<file path="src/common/ebus_defs.svh">
/*
  Constants for the external memory and I/O bus pin controller.
  Assumes a single 25 MHz clock and an active low asynchronous reset.
*/
`ifndef EBUS_DEFS_SVH
`define EBUS_DEFS_SVH

// ---------------------------------------------------------------------------
// Widths
// ---------------------------------------------------------------------------
`define EBUS_ADDR_W 23
`define EBUS_ADDR_LO_W 16
`define EBUS_DATA_W 16
`define EBUS_WS_W 3

// ---------------------------------------------------------------------------
// Values
// ---------------------------------------------------------------------------
`define EBUS_READY_MIN_WS 3'h2
`define EBUS_WS_ZERO 3'h0
`define EBUS_WS_STEP 3'h1
`define EBUS_PIN_IDLE 1'b1
`define EBUS_PIN_ACTIVE 1'b0
`define EBUS_HI_ADDR_IDLE 7'h00
`define EBUS_KEEPER_RESET 1'b0

`endif

</file>
<file path="src/common/ebus_pkg.sv">
/*
  Types for the external bus pin controller and its data keeper.
  Assumes ebus_defs.svh is reachable on the include path.
*/
`include "ebus_defs.svh"

package ebus_pkg;

  // -------------------------------------------------------------------------
  // Access request from the core
  // -------------------------------------------------------------------------
  typedef enum logic [1:0] {SPACE_PROG, SPACE_DATA, SPACE_IO} space_type;

  typedef struct packed {
    logic valid;
    space_type space;
    logic write;
    logic vector_fetch;
    logic [`EBUS_WS_W-1:0] wait_states;
    logic [`EBUS_ADDR_W-1:0] addr;
    logic [`EBUS_DATA_W-1:0] wdata;
  } bus_req_type;

  // -------------------------------------------------------------------------
  // Pin outputs, each with its enable
  // -------------------------------------------------------------------------
  typedef struct packed {
    logic [`EBUS_ADDR_W-1:0] ext_addr;
    logic addr_lo_oe;
    logic addr_hi_oe;
    logic [`EBUS_DATA_W-1:0] ext_data;
    logic data_oe;
    logic data_space_select_n;
    logic program_space_select_n;
    logic io_space_select_n;
    logic memory_strobe_n;
    logic io_strobe_n;
    logic read_write;
    logic ctl_oe;
    logic irq_acknowledge_n;
    logic irq_ack_oe;
  } bus_pins_type;

  typedef enum logic [1:0] {PH_IDLE, PH_ACCESS, PH_HELD} phase_type;

  typedef struct packed {
    phase_type phase;
    space_type space;
    logic write;
    logic [`EBUS_WS_W-1:0] ws_count;
    logic [`EBUS_WS_W-1:0] ws_total;
    logic busy;
    logic done;
    logic [`EBUS_DATA_W-1:0] rdata;
    logic bus_release_grant_n;
    bus_pins_type pins;
  } ctl_state_type;

  typedef struct packed {
    logic enable;
    logic hold_en;
    logic [`EBUS_DATA_W-1:0] hold_val;
  } keeper_state_type;

endpackage

</file>
<file path="src/rtl/ebus_keeper.sv">
/*
  Data bus keeper: remembers the last level of each data line and asks
  the pad to hold it while nobody drives. Assumes the pad resolves
  hold_en_out and hold_val_out as a weak drive.
*/
`include "ebus_defs.svh"
module ebus_keeper (
  input wire logic clk_in,
  input wire logic rst_b_in,
  input wire logic keeper_wr_in,
  input wire logic bus_keeper_enable_in,
  input wire logic drive_next_in,
  input wire logic [`EBUS_DATA_W-1:0] drive_val_in,
  input wire logic [`EBUS_DATA_W-1:0] ext_data_in,
  output logic keeper_on_out,
  output logic hold_en_out,
  output logic [`EBUS_DATA_W-1:0] hold_val_out
);
  import ebus_pkg::*;

  keeper_state_type s_q;
  keeper_state_type s_d;

  always_comb begin
    s_d = s_q;
    if (keeper_wr_in) begin
      s_d.enable = bus_keeper_enable_in;
    end
    // Track the resolved level, own drive first
    s_d.hold_val = drive_next_in ? drive_val_in : ext_data_in;
    s_d.hold_en = s_d.enable && !drive_next_in;
  end

  always_ff @(posedge clk_in or negedge rst_b_in) begin
    if (!rst_b_in) begin
      s_q <= '{enable: `EBUS_KEEPER_RESET, hold_en: `EBUS_KEEPER_RESET, default: '0};
    end else begin
      s_q <= s_d;
    end
  end

  assign keeper_on_out = s_q.enable;
  assign hold_en_out = s_q.hold_en;
  assign hold_val_out = s_q.hold_val;
endmodule // ebus_keeper

</file>
<file path="src/rtl/ebus_ctrl.sv">
/*
  External memory and I/O bus pin controller: runs one access at a time,
  handles wait states, ready, bus release and global float.
  Assumes the core holds a request until busy_out rises and pads resolve
  every output enable into the real pin level.
*/
`include "ebus_defs.svh"
module ebus_ctrl (
  input wire logic clk_in,
  input wire logic rst_b_in,
  input wire ebus_pkg::bus_req_type req_in,
  input wire logic ready_in,
  input wire logic bus_release_req_n_in,
  input wire logic off_n_in,
  input wire logic keeper_wr_in,
  input wire logic bus_keeper_enable_in,
  input wire logic [`EBUS_DATA_W-1:0] ext_data_in,
  output ebus_pkg::bus_pins_type pins_out,
  output logic bus_release_grant_n_out,
  output logic busy_out,
  output logic done_out,
  output logic [`EBUS_DATA_W-1:0] rdata_out,
  output logic keeper_on_out,
  output logic keeper_hold_en_out,
  output logic [`EBUS_DATA_W-1:0] keeper_hold_val_out
);
  import ebus_pkg::*;

  // -------------------------------------------------------------------------
  // Helpers
  // -------------------------------------------------------------------------
  // Select lines for a space, order data, program, I/O
  function automatic logic [2:0] select_for(input space_type sp, input logic active);
    logic [2:0] sel;
    sel = {3{`EBUS_PIN_IDLE}};
    if (active) begin
      if (sp == SPACE_DATA) begin
        sel[2] = `EBUS_PIN_ACTIVE;
      end else if (sp == SPACE_PROG) begin
        sel[1] = `EBUS_PIN_ACTIVE;
      end else begin
        sel[0] = `EBUS_PIN_ACTIVE;
      end
    end
    return sel;
  endfunction

  function automatic logic ready_checked(input logic [`EBUS_WS_W-1:0] ws);
    return ws >= `EBUS_READY_MIN_WS;
  endfunction

  localparam ctl_state_type STATE_RESET = '{
    phase: PH_IDLE,
    space: SPACE_PROG,
    bus_release_grant_n: `EBUS_PIN_IDLE,
    pins: '{
      data_space_select_n: `EBUS_PIN_IDLE,
      program_space_select_n: `EBUS_PIN_IDLE,
      io_space_select_n: `EBUS_PIN_IDLE,
      memory_strobe_n: `EBUS_PIN_IDLE,
      io_strobe_n: `EBUS_PIN_IDLE,
      read_write: `EBUS_PIN_IDLE,
      irq_acknowledge_n: `EBUS_PIN_IDLE,
      default: '0
    },
    default: '0
  };

  ctl_state_type s_q;
  ctl_state_type s_d;
  logic in_access;
  logic floated;

  // -------------------------------------------------------------------------
  // Sequencing
  // -------------------------------------------------------------------------
  always_comb begin
    s_d = s_q;
    s_d.done = 1'b0;
    case (s_q.phase)
      PH_IDLE: begin
        // Release only from idle, so an access never gets cut
        if (!bus_release_req_n_in) begin
          s_d.phase = PH_HELD;
          s_d.bus_release_grant_n = `EBUS_PIN_ACTIVE;
        end else if (req_in.valid) begin
          s_d.phase = PH_ACCESS;
          s_d.busy = 1'b1;
          s_d.space = req_in.space;
          s_d.write = req_in.write;
          s_d.ws_count = req_in.wait_states;
          s_d.ws_total = req_in.wait_states;
          s_d.pins.ext_addr = req_in.addr;
          if (req_in.space != SPACE_PROG) begin
            s_d.pins.ext_addr[`EBUS_ADDR_W-1:`EBUS_ADDR_LO_W] = `EBUS_HI_ADDR_IDLE;
          end
          s_d.pins.ext_data = req_in.wdata;
          {s_d.pins.data_space_select_n, s_d.pins.program_space_select_n,
           s_d.pins.io_space_select_n} = select_for(req_in.space, 1'b1);
          s_d.pins.memory_strobe_n = (req_in.space == SPACE_IO);
          s_d.pins.io_strobe_n = (req_in.space != SPACE_IO);
          s_d.pins.read_write = !req_in.write;
          s_d.pins.irq_acknowledge_n = !(req_in.vector_fetch && req_in.space == SPACE_PROG);
        end
      end
      PH_ACCESS: begin
        if (s_q.ws_count != `EBUS_WS_ZERO) begin
          s_d.ws_count = s_q.ws_count - `EBUS_WS_STEP;
        end else if (ready_checked(s_q.ws_total) && !ready_in) begin
          // Stay one more cycle and look again
          s_d.phase = PH_ACCESS;
        end else begin
          s_d.phase = PH_IDLE;
          s_d.busy = 1'b0;
          s_d.done = 1'b1;
          s_d.rdata = ext_data_in;
          {s_d.pins.data_space_select_n, s_d.pins.program_space_select_n,
           s_d.pins.io_space_select_n} = select_for(s_q.space, 1'b0);
          s_d.pins.memory_strobe_n = `EBUS_PIN_IDLE;
          s_d.pins.io_strobe_n = `EBUS_PIN_IDLE;
          s_d.pins.read_write = `EBUS_PIN_IDLE;
          s_d.pins.irq_acknowledge_n = `EBUS_PIN_IDLE;
        end
      end
      PH_HELD: begin
        if (bus_release_req_n_in) begin
          s_d.phase = PH_IDLE;
          s_d.bus_release_grant_n = `EBUS_PIN_IDLE;
        end
      end
      default: begin
        s_d = STATE_RESET;
      end
    endcase
    // Pad enables follow the next state so pins and enables move together
    in_access = (s_d.phase == PH_ACCESS);
    floated = !off_n_in || (s_d.phase == PH_HELD);
    s_d.pins.ctl_oe = !floated;
    s_d.pins.addr_lo_oe = !floated;
    s_d.pins.addr_hi_oe = !floated && in_access && (s_d.space == SPACE_PROG);
    s_d.pins.data_oe = !floated && in_access && s_d.write;
    s_d.pins.irq_ack_oe = off_n_in;
  end

  // Reset forces every enable low, so the data bus floats in reset
  always_ff @(posedge clk_in or negedge rst_b_in) begin
    if (!rst_b_in) begin
      s_q <= STATE_RESET;
    end else begin
      s_q <= s_d;
    end
  end

  // -------------------------------------------------------------------------
  // Outputs
  // -------------------------------------------------------------------------
  assign pins_out = s_q.pins;
  assign bus_release_grant_n_out = s_q.bus_release_grant_n;
  assign busy_out = s_q.busy;
  assign done_out = s_q.done;
  assign rdata_out = s_q.rdata;

  // Keeper sees next drive state, avoiding a one cycle gap at turnaround
  ebus_keeper u_keeper (
    .clk_in(clk_in),
    .rst_b_in(rst_b_in),
    .keeper_wr_in(keeper_wr_in),
    .bus_keeper_enable_in(bus_keeper_enable_in),
    .drive_next_in(s_d.pins.data_oe),
    .drive_val_in(s_d.pins.ext_data),
    .ext_data_in(ext_data_in),
    .keeper_on_out(keeper_on_out),
    .hold_en_out(keeper_hold_en_out),
    .hold_val_out(keeper_hold_val_out)
  );
endmodule // ebus_ctrl

</file>
<file path="config.mk">
export PLATFORM = sky130hd
export DESIGN_NAME = ebus_ctrl
export DESIGN_NICKNAME = d
export VERILOG_FILES = /design/src/common/ebus_pkg.sv /design/src/rtl/ebus_keeper.sv /design/src/rtl/ebus_ctrl.sv
export VERILOG_INCLUDE_DIRS = /design/src /design/src/common
export SDC_FILE = /design/constraint.sdc
export NUM_CORES = 1
export LEC_CHECK = 0
export BUFFER_PORTS_ARGS = -buffer_cell sky130_fd_sc_hd__buf_2
export CORE_MARGIN = 2
export CORE_UTILIZATION = 54
export CTS_BUF_LIST = sky130_fd_sc_hd__clkbuf_8 sky130_fd_sc_hd__clkbuf_16
export DETAILED_ROUTE_END_ITERATION = 8
export PLACE_DENSITY = 0.95
export RECOVER_POWER = 50
export SYNTH_ARGS = -nofsm -noshare
export SYNTH_HDL_FRONTEND = slang
export SYNTH_SLANG_ARGS = --single-unit
</file>
<file path="constraint.sdc">
create_clock -name clk_in -period 3.5 [get_ports clk_in]
set_input_delay 0.35 -clock clk_in [delete_from_list [all_inputs] [get_ports clk_in]]
set_output_delay 0.35 -clock clk_in [all_outputs]
set_load 0.02 [all_outputs]
</file>
==> results.json <==
{
  "cp-end-kind": "flip-flop",
  "synth_cell_types": 35,
  "synth_warnings": 0,
  "tritoncts": "done",
  "holdPathStages": 2,
  "synth_common_cells": "dfrtp_1 (89), buf_4 (69), nand2_1 (55), o21ai_0 (44), nor2_1 (30)",
  "r2r_start": "s_q[79]$_DFF_PN0_",
  "min_from": "req_in[42]",
  "syn_area_per_cell_um2": 10.3,
  "clock-root-buffer": "clkbuf_8",
  "post_cts_buffers": 0,
  "dieArea_um2": 9060,
  "drv_slew": 83,
  "switchingPower_mw": 1.74,
  "path_max_fanout": 18,
  "finalCriticalPeriod_ps": 3100,
  "maxCapViolCount": 1,
  "syn_area_um2": 4490,
  "h-tree-depth": 3,
  "arrival_ps": 3330,
  "swShare_pct": 40.6,
  "clk_latency_ps": 350,
  "finalWirelength_mm": 9.60,
  "worstMarginPinSlew_ps": 1940,
  "postCtsHoldBufs": 0,
  "cts_buffer_depth": 2,
  "vias": 3225,
  "holdWs_ps": 135,
  "gp_congestion": 0.754,
  "critPathLaunch": "s_q[79]$_DFF_PN0_",
  "dp_slack_ps": 488,
  "die_h_um": 95.2,
  "fin_nets": 596,
  "drive_gt1_share_pct": 31.4,
  "dp_hpwl_mm": 6.71,
  "synth_nets": 512,
  "pwr-share-clk_pct": 21.1,
  "rsz0062_at_grt": "false",
  "r2r_cells": 7,
  "async_flop_share_pct": 100,
  "synth_most_common_cell": "dfrtp_1",
  "core_area_um2": 8130,
  "timing.final.crit_share_pct": 88.5,
  "outcome": "complete, but fails checks",
  "grt_usage_pct": 21.2,
  "p_int_mw": 2.55,
  "detail_route.vias_per_cell": 5.12,
  "slew_headroom_pct": -29.3,
  "syn_inst": 436,
  "worst_hold_path_type": "in -> reg",
  "synth_area_leaders": "dfrtp_1 (50%), buf_4 (12%), o21ai_0 (4.9%)",
  "synth_ff_type": "dfrtp_1",
  "synth_area_leader_cell": "dfrtp_1",
  "powerDensity_nw_per_um2": 849,
  "fin_setup_tns_ps": 0,
  "seqPwrFrac_pct": 38.4,
  "power.total_mw": 4.30,
  "die_x_um": 95.2,
  "leakagePower_nw": 2.52,
  "ir_worst_vdd_v": 0.000445,
  "final_util_pct": 62.2,
  "ios": 158,
  "setup_viol": 0,
  "routedWlPerCell_um": 15.2,
  "cts_num_sinks": 97,
  "start_util_pct": 55.2,
  "synth_top_area_share_pct": 49.6,
  "syn2layout_area_growth_pct": 12.7,
  "path_class": "reg -> reg",
  "synth-seq-cells": 97,
  "comb_power_share_pct": 40.4,
  "overflow": 0,
  "row_count": 33,
  "violations": "max-capacitance violations, max-slew violations",
  "clk_pin_slew_ps": 90,
  "antenna_found_initial": 0,
  "ys_seq_area_share_pct": 54.3,
  "fin_ws_ps": 401,
  "worstPathRequired_ps": 3740,
  "grt_pass1_vias": 3116,
  "port_buffers": 157,
  "diodes": 0,
  "grt_pass1_wl_mm": 14.6,
  "cts_buffers": 9,
  "start_kind": "flip-flop",
  "ant_nets": 0,
  "finClkSkew_ps": 6.05,
  "synth-edff-count": 0,
  "clock.fmax_mhz": 323,
  "hold_violations": 0,
  "grt_max_degree": 83,
  "drc": 0,
  "cts_resized": 0,
  "dr.first_iter.drc_count": 119,
  "dr.pass1.iters": 5
}
-- cell families after synthesis --
| group | Yosys count | share of synthesized area (%) |
|---|---|---|
| muxes | 20 | 5.66 |
| AOI/OAI and AO/OA | 83 | 11.7 |
| DFF | 97 | 54.3 |
| buffers and inverters | 118 | 16.1 |
| adders and majority gates | 6 | 1.67 |
| and+or+nand+nor | 112 | 10.6 |
-- per-stage QoR --
stage,instance area [um^2],cells
after detailed placement,4860,614
after CTS,5120,630
after global placement,4860,614
final,5060,630
after floorplan,4490,436
after global routing,5060,630
-- worst max-delay path, cell delays in order, from the launching register on --
cell	delay, ps
dfrtp_1	440
inv_1	130
ha_1	340
nor2b_1	200
o21ai_0	100
a221oi_1	500
or4b_1	840
mux2_2	420
-- power by group through the flow --
stage	logic, mW	clock network (mW)	registers (mW)
floorplan	1.51	0	1.66
global placement	1.70	0	1.64
detailed placement	1.78	0	1.66
CTS	1.78	0.928	1.65
global route	1.93	0.968	1.68
finish	1.74	0.909	1.65
-- state kept, by name (all words and copies together), names as in the netlist --
| name | cells |
|---|---|
| pins_out | 50 |
| rdata_out | 16 |
| u_keeper.hold_val_out | 16 |
| s_q | 10 |
| bus_release_grant_n_out | 1 |
| busy_out | 1 |
| done_out | 1 |
| u_keeper.hold_en_out | 1 |
| u_keeper.keeper_on_out | 1 |
-- path summary, 6_finish.rpt --
path	end	slack [ps]
max	u_keeper.hold_val_out[1]$_DFF_PN0_	400
min	pins_out[1]$_DFFE_PN1P_	140
max reg2reg	u_keeper.hold_val_out[1]$_DFF_PN0_	400
min reg2reg	pins_out[31]$_DFFE_PN0P_	480
max in group asynchronous	pins_out[15]$_DFF_PN0_	1410
min in group asynchronous	pins_out[35]$_DFFE_PN0P_	540
-- cells in the final DEF, fill, tap and decap left out, drive strengths merged --
cell type / netlist / final
buf: 75 / 120
nand2: 55 / 55
and2: 1 / 1
a21o: 1 / 1
a21oi: 4 / 4
or4b: 1 / 1
o21ai: 44 / 44
nor2b: 3 / 3
clkbuf: 17 / 54
a221oi: 3 / 3
mux2i: 1 / 1
clkinvlp: 0 / 1
o21bai: 1 / 1
a22oi: 19 / 19
o31ai: 1 / 1
bufinv: 0 / 4
dfstp: 8 / 8
nand3: 16 / 16
a211oi: 1 / 1
nor2: 30 / 30
o2bb2ai: 1 / 1
nor4b: 1 / 1
dfrtp: 89 / 89
and3: 2 / 2
a31oi: 5 / 5
mux2: 19 / 19
ha: 6 / 6
a221o: 1 / 1
inv: 26 / 28
a41oi: 2 / 2
or2: 1 / 1
nand2b: 2 / 2
-- final cells by class --
type,count,area (um^2)
fillers,697,3070
well taps,105,131
clock buffers,9,124
repair buffers,165,788
clock inverters,7,135
multi-input cells,221,1350
inverters,26,97.6
flip-flops and latches,97,2440
-- per-layer routing --
metal / track usage [%] / part of all wire [%] / up-vias
li1: - / - / 1539
met1: 25.5 / 42 / 1535
met2: 36.7 / 49 / 131
met3: 5.14 / 7.5 / 20
met4: 8.57 / 2.1 / 0
met5: 0 / 0 / -
Note: power is estimated with default switching activity, not from simulation.
